$ cat config.mk
export PLATFORM = sky130hd
export DESIGN_NAME = pcg_top
export DESIGN_NICKNAME = d
export VERILOG_FILES = /design/src/pcg_pkg.sv /design/src/pcg_mod_div.sv /design/src/pcg_lock_det.sv /design/src/pcg_top.sv
export SDC_FILE = /design/constraint.sdc
export NUM_CORES = 1
export LEC_CHECK = 0
export CAP_MARGIN = 25
export CORE_MARGIN = 3
export CORE_UTILIZATION = 25
export CTS_BUF_LIST = sky130_fd_sc_hd__clkbuf_16
export DETAILED_ROUTE_END_ITERATION = 6
export DONT_BUFFER_PORTS = 1
export PLACE_DENSITY = 0.47
export SKIP_CTS_REPAIR_TIMING = 1
export SYNTH_ARGS = -nofsm -noshare
export SYNTH_HDL_FRONTEND = slang
export SYNTH_SLANG_ARGS = --single-unit
$ cat constraint.sdc
create_clock -name hclk -period 2.45 [get_ports hclk]
set_input_delay 0.1225 -clock hclk [delete_from_list [all_inputs] [get_ports hclk]]
set_output_delay 0.1225 -clock hclk [all_outputs]
set_load 0.03 [all_outputs]
$ cat src/pcg_pkg.sv
// Purpose: Shared constants and types of the clock generator control block.
// Assumes: Registers are reached over AHB-Lite with one word per register.
// Notes:   Byte address of each register is four times its index.
package pcg_pkg;

  // Register indices and their byte addresses on the bus.
  localparam logic [7:0] PCG_IDX_CTRL = 8'h1C;
  localparam logic [7:0] PCG_IDX_BW   = 8'h1D;
  localparam logic [7:0] PCG_IDX_PROG = 8'h1E;
  localparam logic [9:0] PCG_ADDR_CTRL = {PCG_IDX_CTRL, 2'b00};
  localparam logic [9:0] PCG_ADDR_BW   = {PCG_IDX_BW, 2'b00};
  localparam logic [9:0] PCG_ADDR_PROG = {PCG_IDX_PROG, 2'b00};

  // Field positions of the control register.
  localparam int PCG_CTRL_IE   = 7;
  localparam int PCG_CTRL_IF   = 6;
  localparam int PCG_CTRL_PON  = 5;
  localparam int PCG_CTRL_BSS  = 4;
  localparam int PCG_CTRL_VSEL = 0;
  // Field positions of the bandwidth control register.
  localparam int PCG_BW_AUTO = 7;
  localparam int PCG_BW_LOCK = 6;
  localparam int PCG_BW_TRK  = 5;

  // Reset values.
  localparam logic [7:0] PCG_CTRL_RST = 8'h00;
  localparam logic [7:0] PCG_BW_RST   = 8'h00;
  localparam logic [7:0] PCG_PROG_RST = 8'h00;

  // Transition control waits this many edges of each source clock.
  localparam logic [1:0] PCG_SWITCH_EDGES = 2'h3;

  // Nominal VCO frequency in Hz; center of range is L times this.
  localparam int PCG_FNOM_HZ  = 4915200;

  // AHB-Lite transfer type that starts a transfer.
  localparam logic [1:0] PCG_HTRANS_NONSEQ = 2'h2;

  // Rising edges seen in the current cycle on the sampled clocks.
  typedef struct packed {
    logic xtal;
    logic vco;
    logic ref_clk;
    logic fb;
  } pcg_edges_t;

  // Lock detector verdict.
  typedef struct packed {
    logic tracking;
    logic locked;
  } pcg_lock_t;

  typedef enum {PCG_SEL_RUN, PCG_SEL_HOLD} pcg_sel_state_t;

endpackage : pcg_pkg

$ cat src/pcg_mod_div.sv
// Purpose: Divides a stream of edge events by a programmable factor.
// Assumes: Edge events are one-cycle pulses on hclk.
// Notes:   A factor of zero divides by one.
module pcg_mod_div #(
  parameter int W = 4
) (
  input  wire logic         hclk,
  input  wire logic         hresetn,
  input  wire logic         edge_in,
  input  wire logic [W-1:0] factor,
  output logic              clk_out,
  output logic              edge_out
);

  logic [W-1:0] cnt_q;
  logic [W-1:0] cnt_d;
  logic         clk_d;
  logic         edge_d;
  logic [W-1:0] last;

  // Count input edges; one output edge every factor input edges.
  always_comb begin
    last   = (factor == '0) ? '0 : factor - W'(1);
    cnt_d  = cnt_q;
    edge_d = 1'b0;
    clk_d  = clk_out;
    if (edge_in) begin
      if (cnt_q >= last) begin
        cnt_d  = '0;
        edge_d = 1'b1;
        clk_d  = 1'b1;
      end else begin
        cnt_d = cnt_q + W'(1);
        if (cnt_q + W'(1) >= {1'b0, last[W-1:1]} + W'(1)) begin
          clk_d = 1'b0;
        end
      end
    end else if (last == '0) begin
      // Without division the output pulses once per input edge, so it
      // still shows one rising edge for every edge that comes in.
      clk_d = 1'b0;
    end
  end

  // State registers.
  always_ff @(posedge hclk or negedge hresetn) begin
    if (!hresetn) begin
      cnt_q    <= '0;
      clk_out  <= 1'b0;
      edge_out <= 1'b0;
    end else begin
      cnt_q    <= cnt_d;
      clk_out  <= clk_d;
      edge_out <= edge_d;
    end
  end

endmodule : pcg_mod_div

$ cat src/pcg_lock_det.sv
// Purpose: Frequency lock detector with hysteretic windows.
// Assumes: Reference and feedback edges arrive as one-cycle pulses.
// Notes:   Speed scales with the reference rate, one verdict per window.
module pcg_lock_det #(
  parameter int REF_WIN = 32,
  parameter int TRK_TOL = 2,
  parameter int UNT_TOL = 4,
  parameter int LCK_TOL = 1,
  parameter int UNL_TOL = 3
) (
  input  wire logic              hclk,
  input  wire logic              hresetn,
  input  wire logic              enable,
  input  wire pcg_pkg::pcg_edges_t edges,
  output pcg_pkg::pcg_lock_t     state
);

  logic [7:0] ref_q, ref_d, fb_q, fb_d;
  logic [7:0] diff;
  pcg_pkg::pcg_lock_t state_d;

  // Count feedback edges over a window of reference edges.
  always_comb begin
    ref_d   = ref_q;
    fb_d    = fb_q;
    state_d = state;
    diff    = (fb_q > 8'(REF_WIN)) ? fb_q - 8'(REF_WIN)
                                   : 8'(REF_WIN) - fb_q;
    if (!enable) begin
      ref_d   = '0;
      fb_d    = '0;
      state_d = '0;
    end else begin
      if (edges.fb && fb_q != 8'hFF) begin
        fb_d = fb_q + 8'h01;
      end
      if (edges.ref_clk) begin
        ref_d = ref_q + 8'h01;
        if (ref_q == 8'(REF_WIN - 1)) begin
          ref_d = '0;
          fb_d  = {7'h00, edges.fb};
          // Hysteresis: enter inside the tight window, leave outside
          // the wide one.
          if (diff <= 8'(TRK_TOL)) state_d.tracking = 1'b1;
          else if (diff > 8'(UNT_TOL)) state_d.tracking = 1'b0;
          if (diff <= 8'(LCK_TOL)) state_d.locked = 1'b1;
          else if (diff > 8'(UNL_TOL)) state_d.locked = 1'b0;
        end
      end
    end
  end

  // State registers.
  always_ff @(posedge hclk or negedge hresetn) begin
    if (!hresetn) begin
      ref_q <= '0;
      fb_q  <= '0;
      state <= '0;
    end else begin
      ref_q <= ref_d;
      fb_q  <= fb_d;
      state <= state_d;
    end
  end

endmodule : pcg_lock_det

$ cat src/pcg_top.sv
// Purpose: Control logic of the PLL clock generator with AHB-Lite access.
// Assumes: Crystal and VCO clocks arrive as inputs synchronous to hclk.
// Notes:   Analog VCO, loop filter and crystal are outside this block.
//
// Register access over AHB-Lite was chosen for this implementation.
module pcg_top #(
  parameter int REF_WIN = 32,
  parameter int TRK_TOL = 2,
  parameter int UNT_TOL = 4,
  parameter int LCK_TOL = 1,
  parameter int UNL_TOL = 3
) (
  input  wire logic        hclk,
  input  wire logic        hresetn,
  input  wire logic        hsel,
  input  wire logic [31:0] haddr,
  input  wire logic [1:0]  htrans,
  input  wire logic        hwrite,
  input  wire logic [2:0]  hsize,
  input  wire logic [31:0] hwdata,
  input  wire logic        hready,
  output logic [31:0]      hrdata,
  output logic             hreadyout,
  output logic             hresp,
  input  wire logic        oscillator_enable_signal,
  input  wire logic        crystal_amp_input,
  output logic             crystal_amp_output,
  input  wire logic        vco_clock,
  output logic             crystal_clock,
  output logic             reference_clock,
  output logic             final_reference_clock,
  output logic             vco_feedback_clock,
  output logic             base_clock_out,
  output logic             pump_up,
  output logic             pump_down,
  output logic             filter_tracking,
  output logic             vco_enable,
  output logic [3:0]       vco_range,
  output logic             pll_irq
);

  // Register state.
  logic [7:0] ctrl_q, ctrl_d, bw_q, bw_d, prog_q, prog_d;
  logic       det_locked_q, det_locked_d;
  // Bus data phase state.
  logic       wr_pend_q, wr_pend_d;
  logic [9:0] addr_q, addr_d;
  logic [31:0] rdata_d;
  // Clock edge detection.
  logic       xtal_q, xtal_d, vco_q, ref_q, ref_d;
  logic       fbk_clk;
  logic       fb_edge;
  pcg_pkg::pcg_edges_t edges;
  pcg_pkg::pcg_lock_t  det;
  // Derived controls.
  logic       pll_active, auto_mode, lock_vis, trk_eff, want_vco;
  // Base clock selector.
  pcg_pkg::pcg_sel_state_t sel_q, sel_d;
  logic       vsel_q, vsel_d, base_d;
  logic [1:0] xcnt_q, xcnt_d, vcnt_q, vcnt_d;
  // Phase detector.
  logic       up_d, dn_d;

  assign pll_active = ctrl_q[pcg_pkg::PCG_CTRL_PON] && prog_q[3:0] != 4'h0;
  assign auto_mode  = bw_q[pcg_pkg::PCG_BW_AUTO];
  assign lock_vis   = auto_mode && det_locked_q;
  // Tracking when not acquiring or the bit forces it.
  assign trk_eff    = auto_mode ? det.tracking : bw_q[pcg_pkg::PCG_BW_TRK];
  assign want_vco   = ctrl_q[pcg_pkg::PCG_CTRL_BSS] && pll_active;

  // Loop controls to the analog part come from flip-flops, except vco_enable, which is PON ANDed with a nonzero L field.
  assign vco_enable = pll_active;
  assign vco_range  = prog_q[3:0];
  assign hreadyout  = 1'b1;
  assign hresp      = 1'b0;

  // Sampled clock edges; the crystal clock only runs while enabled.
  assign edges.xtal    = xtal_d && !xtal_q;
  assign edges.vco     = vco_clock && !vco_q && pll_active;
  assign edges.ref_clk = ref_d && !ref_q;
  assign edges.fb      = fb_edge;

  always_comb begin
    xtal_d = crystal_amp_input && oscillator_enable_signal;
    ref_d  = xtal_q;
  end

  // Oscillator and reference buffer chain.
  always_ff @(posedge hclk or negedge hresetn) begin
    if (!hresetn) begin
      xtal_q                <= 1'b0;
      vco_q                 <= 1'b0;
      ref_q                 <= 1'b0;
      crystal_clock         <= 1'b0;
      crystal_amp_output    <= 1'b0;
      reference_clock       <= 1'b0;
      final_reference_clock <= 1'b0;
      vco_feedback_clock    <= 1'b0;
    end else begin
      xtal_q                <= xtal_d;
      vco_q                 <= vco_clock;
      ref_q                 <= ref_d;
      crystal_clock         <= xtal_d;
      crystal_amp_output    <= oscillator_enable_signal && !crystal_amp_input;
      reference_clock       <= xtal_q;
      final_reference_clock <= ref_d;
      vco_feedback_clock    <= fbk_clk;
    end
  end

  // Feedback divider on VCO edges by N.
  pcg_mod_div #(
    .W (4)
  ) u_fb_div (
    .hclk     (hclk),
    .hresetn  (hresetn),
    .edge_in  (edges.vco),
    .factor   (prog_q[7:4]),
    .clk_out  (fbk_clk),
    .edge_out (fb_edge)
  );

  // Frequency comparison for mode and lock decisions.
  pcg_lock_det #(
    .REF_WIN (REF_WIN),
    .TRK_TOL (TRK_TOL),
    .UNT_TOL (UNT_TOL),
    .LCK_TOL (LCK_TOL),
    .UNL_TOL (UNL_TOL)
  ) u_lock (
    .hclk    (hclk),
    .hresetn (hresetn),
    .enable  (pll_active && auto_mode),
    .edges   (edges),
    .state   (det)
  );

  // Phase detector: a pulse opens on the leading edge and closes when the
  // other edge arrives, so its width tracks the phase difference.
  always_comb begin
    up_d = pump_up;
    dn_d = pump_down;
    if (edges.ref_clk) up_d = 1'b1;
    if (edges.fb)      dn_d = 1'b1;
    if (up_d && dn_d) begin
      up_d = 1'b0;
      dn_d = 1'b0;
    end
    if (!pll_active) begin
      up_d = 1'b0;
      dn_d = 1'b0;
    end
  end

  always_ff @(posedge hclk or negedge hresetn) begin
    if (!hresetn) begin
      pump_up         <= 1'b0;
      pump_down       <= 1'b0;
      filter_tracking <= 1'b0;
    end else begin
      pump_up         <= up_d;
      pump_down       <= dn_d;
      filter_tracking <= trk_eff;
    end
  end

  // Base clock selector. A source change parks the output, waits for three
  // edges of both clocks so neither is cut mid-pulse, then resumes.
  // A stopped VCO would stall the hold, so its count is waived then.
  always_comb begin
    sel_d  = sel_q;
    vsel_d = vsel_q;
    xcnt_d = xcnt_q;
    vcnt_d = vcnt_q;
    base_d = base_clock_out;
    case (sel_q)
      pcg_pkg::PCG_SEL_RUN: begin
        if (want_vco != vsel_q) begin
          sel_d  = pcg_pkg::PCG_SEL_HOLD;
          xcnt_d = '0;
          vcnt_d = '0;
        end else if (vsel_q ? edges.vco : edges.xtal) begin
          base_d = !base_clock_out;
        end
      end
      pcg_pkg::PCG_SEL_HOLD: begin
        if (edges.xtal && xcnt_q != pcg_pkg::PCG_SWITCH_EDGES) begin
          xcnt_d = xcnt_q + 2'h1;
        end
        if (edges.vco && vcnt_q != pcg_pkg::PCG_SWITCH_EDGES) begin
          vcnt_d = vcnt_q + 2'h1;
        end
        if (xcnt_q == pcg_pkg::PCG_SWITCH_EDGES &&
            (vcnt_q == pcg_pkg::PCG_SWITCH_EDGES || !pll_active)) begin
          sel_d  = pcg_pkg::PCG_SEL_RUN;
          vsel_d = want_vco;
        end
      end
      default: begin
        sel_d = pcg_pkg::PCG_SEL_RUN;
      end
    endcase
  end

  always_ff @(posedge hclk or negedge hresetn) begin
    if (!hresetn) begin
      sel_q          <= pcg_pkg::PCG_SEL_RUN;
      vsel_q         <= 1'b0;
      xcnt_q         <= '0;
      vcnt_q         <= '0;
      base_clock_out <= 1'b0;
    end else begin
      sel_q          <= sel_d;
      vsel_q         <= vsel_d;
      xcnt_q         <= xcnt_d;
      vcnt_q         <= vcnt_d;
      base_clock_out <= base_d;
    end
  end

  // Register file. Writes land in the data phase; the lock change event
  // sets the flag after any clear so a simultaneous event is never lost.
  always_comb begin
    ctrl_d       = ctrl_q;
    bw_d         = bw_q;
    prog_d       = prog_q;
    wr_pend_d    = 1'b0;
    addr_d       = addr_q;
    det_locked_d = auto_mode ? det.locked : 1'b0;
    if (wr_pend_q) begin
      case (addr_q)
        pcg_pkg::PCG_ADDR_CTRL: begin
          ctrl_d[pcg_pkg::PCG_CTRL_IE] = hwdata[pcg_pkg::PCG_CTRL_IE];
          if (hwdata[pcg_pkg::PCG_CTRL_IF]) begin
            ctrl_d[pcg_pkg::PCG_CTRL_IF] = 1'b0;
          end
          // Power and source may not change together, power may not drop
          // while the VCO is chosen, and the VCO needs a running loop.
          if (hwdata[pcg_pkg::PCG_CTRL_PON] != ctrl_q[pcg_pkg::PCG_CTRL_PON]) begin
            if (!ctrl_q[pcg_pkg::PCG_CTRL_BSS] &&
                !hwdata[pcg_pkg::PCG_CTRL_BSS]) begin
              ctrl_d[pcg_pkg::PCG_CTRL_PON] = hwdata[pcg_pkg::PCG_CTRL_PON];
            end
          end else if (!hwdata[pcg_pkg::PCG_CTRL_BSS] || pll_active) begin
            ctrl_d[pcg_pkg::PCG_CTRL_BSS] = hwdata[pcg_pkg::PCG_CTRL_BSS];
          end
        end
        pcg_pkg::PCG_ADDR_BW: begin
          bw_d[pcg_pkg::PCG_BW_AUTO] = hwdata[pcg_pkg::PCG_BW_AUTO];
          if (!auto_mode) begin
            bw_d[pcg_pkg::PCG_BW_TRK] = hwdata[pcg_pkg::PCG_BW_TRK];
          end
        end
        pcg_pkg::PCG_ADDR_PROG: begin
          prog_d = hwdata[7:0];
        end
        default: begin
        end
      endcase
    end
    if (auto_mode) begin
      bw_d[pcg_pkg::PCG_BW_TRK] = det.tracking;
    end
    if (prog_d[3:0] == 4'h0) begin
      ctrl_d[pcg_pkg::PCG_CTRL_BSS] = 1'b0;
    end
    if (!auto_mode) begin
      ctrl_d[pcg_pkg::PCG_CTRL_IF] = 1'b0;
    end else if (det_locked_d != det_locked_q) begin
      ctrl_d[pcg_pkg::PCG_CTRL_IF] = 1'b1;
    end
    if (hsel && hready && htrans == pcg_pkg::PCG_HTRANS_NONSEQ) begin
      wr_pend_d = hwrite;
      addr_d    = haddr[9:0];
    end
  end

  // Read data is formed in the address phase and registered.
  always_comb begin
    rdata_d = hrdata;
    if (hsel && hready && htrans == pcg_pkg::PCG_HTRANS_NONSEQ && !hwrite) begin
      case (haddr[9:0])
        pcg_pkg::PCG_ADDR_CTRL: begin
          rdata_d = {24'h000000, ctrl_q[7:4], 3'h0, vsel_q};
        end
        pcg_pkg::PCG_ADDR_BW: begin
          rdata_d = {24'h000000, bw_q[7], lock_vis, bw_q[5], 5'h00};
        end
        pcg_pkg::PCG_ADDR_PROG: begin
          rdata_d = {24'h000000, prog_q};
        end
        default: begin
          rdata_d = 32'h00000000;
        end
      endcase
    end
  end

  always_ff @(posedge hclk or negedge hresetn) begin
    if (!hresetn) begin
      ctrl_q       <= pcg_pkg::PCG_CTRL_RST;
      bw_q         <= pcg_pkg::PCG_BW_RST;
      prog_q       <= pcg_pkg::PCG_PROG_RST;
      det_locked_q <= 1'b0;
      wr_pend_q    <= 1'b0;
      addr_q       <= '0;
      hrdata       <= 32'h00000000;
      pll_irq      <= 1'b0;
    end else begin
      ctrl_q       <= ctrl_d;
      bw_q         <= bw_d;
      prog_q       <= prog_d;
      det_locked_q <= det_locked_d;
      wr_pend_q    <= wr_pend_d;
      addr_q       <= addr_d;
      hrdata       <= rdata_d;
      // Request stays high while the flag is set and enabled.
      pll_irq      <= ctrl_d[pcg_pkg::PCG_CTRL_IF] &&
                      ctrl_d[pcg_pkg::PCG_CTRL_IE] && bw_d[pcg_pkg::PCG_BW_AUTO];
    end
  end

endmodule : pcg_top

==> impl_results.html <==
<table>
<tr><th>Metric</th><th>Value</th></tr>
<tr><th colspan="2">Logic synthesis</th></tr>
<tr><td>Share of the synthesized area in compound gates (AO/OA/AOI/OAI)</td><td>11.0%</td></tr>
<tr><td>Cell count after synthesis</td><td>406</td></tr>
<tr><td>Count of flip-flops with a built-in enable after synthesis</td><td>0</td></tr>
<tr><td>Cells taking the most area after synthesis</td><td>sky130_fd_sc_hd__dfrtp_1 44%, sky130_fd_sc_hd__ha_1 6.0%, sky130_fd_sc_hd__mux2_2 5.7%</td></tr>
<tr><td>Synthesized-area fraction occupied by and/or/nand/nor cells</td><td>16.5%</td></tr>
<tr><td>Multiplexer share of the synthesized area</td><td>8.53%</td></tr>
<tr><td>FFs w/ async S/R, synth</td><td>100%</td></tr>
<tr><td>Share of the synthesized netlist area taken by xor and xnor gates</td><td>5.00%</td></tr>
<tr><td>Sequential cell area fraction in the yosys report</td><td>44.3%</td></tr>
<tr><td>Count of distinct cell types in the synthesized netlist</td><td>63</td></tr>
<tr><td>Average instance area after synthesis</td><td>10.3 sq um</td></tr>
<tr><td>Count of synthesis-stage warnings from yosys</td><td>0</td></tr>
<tr><td>Top FF cell, synth</td><td>sky130_fd_sc_hd__dfrtp_1</td></tr>
<tr><td>Combinational family with the most area after synthesis</td><td>simple AND/OR/NAND/NOR gates</td></tr>
<tr><td>Cell area after technology mapping</td><td>0.00418 sq mm</td></tr>
<tr><td>Portion of synthesized cell area occupied by the leading cell type</td><td>44.3%</td></tr>
<tr><td>Largest area contributor in the netlist</td><td>sky130_fd_sc_hd__dfrtp_1</td></tr>
<tr><td>Number of synthesized register bits</td><td>74</td></tr>
<tr><td>Fraction of the mapped netlist area in adder cells</td><td>5.99%</td></tr>
<tr><th colspan="2">Floorplan</th></tr>
<tr><td>Horiz. Die Dim</td><td>135 microns</td></tr>
<tr><td>Row count</td><td>46</td></tr>
<tr><td>Area of the placeable core</td><td>0.0161 sq mm</td></tr>
<tr><td>Die area</td><td>0.0183 sq mm</td></tr>
<tr><td>Top Ports</td><td>126</td></tr>
<tr><td>Die Ht</td><td>135 microns</td></tr>
<tr><td>Initial core utilization</td><td>25.9%</td></tr>
<tr><th colspan="2">Critical path</th></tr>
<tr><td>CP cell instances</td><td>or2_4 -&gt; nand2_1 -&gt; o21a_1 -&gt; inv_1 -&gt; ha_1 -&gt; inv_1 -&gt; ha_1 -&gt; a21o_1 -&gt; a21o_1 -&gt; a211oi_2 -&gt; o21ai_1 -&gt; o21ai_0</td></tr>
<tr><td>Crit path required time</td><td>2.70 ns</td></tr>
<tr><td>Type of the worst setup path</td><td>flop to flop</td></tr>
<tr><td>CP Launch Type</td><td>flop</td></tr>
<tr><td>Delay of the slowest critical-path stage</td><td>0.38 ns</td></tr>
<tr><td>Critical path arrival</td><td>2.52 ns</td></tr>
<tr><td>Critical Path End Type</td><td>flop</td></tr>
<tr><td>Crit path max fanout</td><td>4</td></tr>
<tr><td>Critical-path cell with the highest stage delay</td><td>sky130_fd_sc_hd__dfrtp_1</td></tr>
<tr><th colspan="2">STA</th></tr>
<tr><td>Post-route setup slack</td><td>0.186 ns</td></tr>
<tr><td>Total setup violations reported at the end of the flow</td><td>0</td></tr>
<tr><td>Setup tns final</td><td>0 ns</td></tr>
<tr><td>Max-slew violation count</td><td>0</td></tr>
<tr><td>Share of the cycle needed by the critical path after routing</td><td>92.4%</td></tr>
<tr><td>Number of hold violations in the final report</td><td>0</td></tr>
<tr><td>Slew @ Worst Pin</td><td>0.711 ns</td></tr>
<tr><td>Setup repair after global routing missed its margin</td><td>no</td></tr>
<tr><td>Clock tree skew after final layout</td><td>0.00880 ns</td></tr>
<tr><td>Achievable clock frequency</td><td>442 MHz</td></tr>
<tr><td>Worst slew slack as a fraction of its limit</td><td>52.5%</td></tr>
<tr><td>Period minus WS final</td><td>2.26 ns</td></tr>
<tr><th colspan="2">Finish</th></tr>
<tr><td>Fillcell total</td><td>1681</td></tr>
<tr><td>Layout net count</td><td>541</td></tr>
<tr><td>Ratio of cells with drive above 1 in the final layout</td><td>16.9%</td></tr>
<tr><td>Ant diodes</td><td>0</td></tr>
<tr><td>Final core utilization</td><td>31.0%</td></tr>
<tr><td>Area Growth Syn to Fin</td><td>19.7%</td></tr>
<tr><th colspan="2">Run</th></tr>
<tr><td>Total of max-cap violations</td><td>0</td></tr>
<tr><th colspan="2">Power and ir drop</th></tr>
<tr><td>Largest vdd supply drop</td><td>353 uV</td></tr>
<tr><td>Leak pwr</td><td>2.25 nW</td></tr>
<tr><td>Power Dens Cells</td><td>601 mW/mm^2</td></tr>
<tr><th colspan="2">Route</th></tr>
<tr><td>Via count</td><td>2874</td></tr>
<tr><td>Remaining design rule violation count</td><td>0</td></tr>
<tr><td>Drt total wl</td><td>9080 microns</td></tr>
<tr><td>Number of nets with antenna violations after routing</td><td>0</td></tr>
<tr><td>Top routing layer used</td><td>met4</td></tr>
<tr><td>Post-DR vias/cell</td><td>4.32</td></tr>
<tr><td>DR WL/cell</td><td>13.7 microns</td></tr>
<tr><td>Routed met3 length</td><td>350 microns</td></tr>
<tr><td>Length of the first detailed-routing pass in iterations</td><td>4</td></tr>
<tr><td>Routed length on met1</td><td>4130 microns</td></tr>
<tr><td>Initial detailed-routing violation count</td><td>99</td></tr>
<tr><td>Wire length on met2</td><td>4480 microns</td></tr>
<tr><th colspan="2">Clocking</th></tr>
<tr><td>CTS clk-pin slew, worst paths</td><td>0.06 ns</td></tr>
<tr><td>Number of sinks on the clock net</td><td>74</td></tr>
<tr><td>CTS tree</td><td>yes</td></tr>
<tr><td>Number of buffers created by CTS</td><td>9</td></tr>
<tr><td>Clk_lat worst skew</td><td>0.33 ns</td></tr>
<tr><td>Largest buffer count on any clock path</td><td>2</td></tr>
<tr><td>Deepest level of the CTS H-tree</td><td>3</td></tr>
<tr><td>Clock root cell</td><td>sky130_fd_sc_hd__clkbuf_16</td></tr>
<tr><th colspan="2">Place</th></tr>
<tr><td>HPWL after detailed placement</td><td>6650 microns</td></tr>
<tr><td>Placer's final routability congestion estimate</td><td>0.784</td></tr>
<tr><td>Setup slack after placement</td><td>0.114 ns</td></tr>
<tr><td>Count of buffers inserted at the top-level ports</td><td>0</td></tr>
<tr><th colspan="2">Min path</th></tr>
<tr><td>Type of the most critical hold path</td><td>input pin to flop</td></tr>
<tr><th colspan="2">Global routing</th></tr>
<tr><td>Residual overflow from global routing</td><td>0</td></tr>
<tr><td>Pin count of the biggest net entering global routing</td><td>75</td></tr>
<tr><td>Number of antenna violations at the first check in global routing</td><td>0</td></tr>
<tr><td>Global-route wire length before repair</td><td>14800 microns</td></tr>
<tr><td>Global-route total usage across every layer</td><td>10.1%</td></tr>
<tr><td>Via count of the first global-routing pass</td><td>2830</td></tr>
<tr><th colspan="2">Outcome</th></tr>
<tr><td>Outcome</td><td>complete, no violations</td></tr>
</table>
-- cells in the final DEF, fill, tap and decap left out, types with 2 or more instances in the layout --
cell type and instances:
sky130_fd_sc_hd__nand2_1 32, sky130_fd_sc_hd__nand3_1 10, sky130_fd_sc_hd__clkbuf_16 9, sky130_fd_sc_hd__o21a_1 4, sky130_fd_sc_hd__nor2b_1 5, sky130_fd_sc_hd__o21ai_0 14, sky130_fd_sc_hd__bufinv_16 2, sky130_fd_sc_hd__ha_1 20
sky130_fd_sc_hd__a21oi_1 6, sky130_fd_sc_hd__nor4_1 3, sky130_fd_sc_hd__nand2b_1 6, sky130_fd_sc_hd__a21boi_0 2, sky130_fd_sc_hd__o211ai_1 3, sky130_fd_sc_hd__a21o_1 6, sky130_fd_sc_hd__nor3b_1 2, sky130_fd_sc_hd__xnor2_1 12
sky130_fd_sc_hd__mux2i_1 12, sky130_fd_sc_hd__dfrtp_1 74, sky130_fd_sc_hd__nand4_1 4, sky130_fd_sc_hd__and3_1 4, sky130_fd_sc_hd__a31oi_1 2, sky130_fd_sc_hd__dlygate4sd3_1 24, sky130_fd_sc_hd__nor3_1 8, sky130_fd_sc_hd__conb_1 26
sky130_fd_sc_hd__nor2_1 37, sky130_fd_sc_hd__clkinv_1 2, sky130_fd_sc_hd__mux2_2 21, sky130_fd_sc_hd__xor2_1 10, sky130_fd_sc_hd__o22ai_2 2, sky130_fd_sc_hd__nor3_2 2, sky130_fd_sc_hd__buf_4 20, sky130_fd_sc_hd__nor4b_1 2
sky130_fd_sc_hd__inv_1 17, sky130_fd_sc_hd__o31ai_1 2, sky130_fd_sc_hd__a22o_1 8
-- area by class of cell --
class                      instances  area (sq um)  area share (%)
tap                              216           270            5.40
clock buffer                       9           225            4.50
inverter                          18          70.1            1.40
clock inverter                     7          92.6            1.85
sequential                        74          1850            37.0
timing repair buffer              45           418            8.36
multi-input combinational        296          2070            41.5
-- power by group --
part / switching, mW / internal, mW
Clock: 0.512 / 0.889
Sequential: 0.0582 / 1.28
Combinational: 0.155 / 0.113
-- worst paths after layout --
kind,startpoint,slack (ns),cells after the start,endpoint
min,vco_clock,0.009,2,u_fb_div.edge_out
max reg2reg,prog_q[5],0.19,12,u_fb_div.clk_out
max,prog_q[5],0.19,12,u_fb_div.clk_out
min in group asynchronous,hresetn,0.33,2,xcnt_q[0]
min reg2reg,u_fb_div.clk_out,0.41,0,vco_feedback_clock
max in group asynchronous,hresetn,1.81,2,hrdata[3]
-- worst max-delay path: cells and delay by family, from the launching register on --
| family | cells | cell delay [ns] |
|---|---|---|
| AOI/OAI and AO/OA | 6 | 0.86 |
| adders and majority gates | 2 | 0.52 |
| buffers and inverters | 2 | 0.09 |
| DFF | 1 | 0.38 |
| and+or+nand+nor | 2 | 0.34 |
-- kinds of logic (layout without fill, tap and decap cells) --
logic type                 after synthesis  count (layout)
and+or+nand+nor                        132             132
DFF                                     74              74
AOI/OAI and AO/OA                       62              62
buffers and inverters                   60              79
muxes                                   33              33
xor gates and xnor gates                23              23
adders and majority gates               20              20
other                                    2              26
-- cells in the mapped netlist, types with 9 or more instances --
| cell type | n |
|---|---|
| sky130_fd_sc_hd__mux2_2 | 21 |
| sky130_fd_sc_hd__mux2i_1 | 12 |
| sky130_fd_sc_hd__dfrtp_1 | 74 |
| sky130_fd_sc_hd__o21ai_0 | 15 |
| sky130_fd_sc_hd__buf_4 | 31 |
| sky130_fd_sc_hd__nand2_1 | 32 |
| sky130_fd_sc_hd__xor2_1 | 10 |
| sky130_fd_sc_hd__nand3_1 | 10 |
| sky130_fd_sc_hd__inv_1 | 17 |
| sky130_fd_sc_hd__xnor2_1 | 12 |
| sky130_fd_sc_hd__nor2_1 | 37 |
| sky130_fd_sc_hd__nor3_1 | 9 |
| sky130_fd_sc_hd__ha_1 | 20 |
-- per-layer routing --
layer	global-route usage [%]	up-vias
met5	0	-
met4	3.53	0
met3	2.93	9
met2	16.5	46
met1	12.7	1399
li1	-	1420
-- metrics by stage --
| stage | hold slack, ns | area, sq um | cells | power, mW |
|---|---|---|---|---|
| floorplan | -0.173 | 4270 | 430 | 1.56 |
| global placement | -0.170 | 4400 | 623 | 1.55 |
| detailed placement | -0.169 | 4400 | 623 | 1.56 |
| CTS | -0.535 | 4710 | 639 | 2.99 |
| global route | 0.00185 | 5000 | 665 | 3.13 |
| finish | 0.00863 | 5000 | 665 | 3.01 |
-- flip-flops by register name, indices dropped and copies added, names as in the netlist, 2 cells and up --
signal / flops
vcnt_q: 2
u_fb_div.cnt_q: 4
u_lock.fb_q: 8
ctrl_q: 4
u_lock.ref_q: 8
u_lock.state: 2
prog_q: 8
xcnt_q: 2
bw_q: 2
addr_q: 10
hrdata: 8
Note: power is estimated with default switching activity, not from simulation.
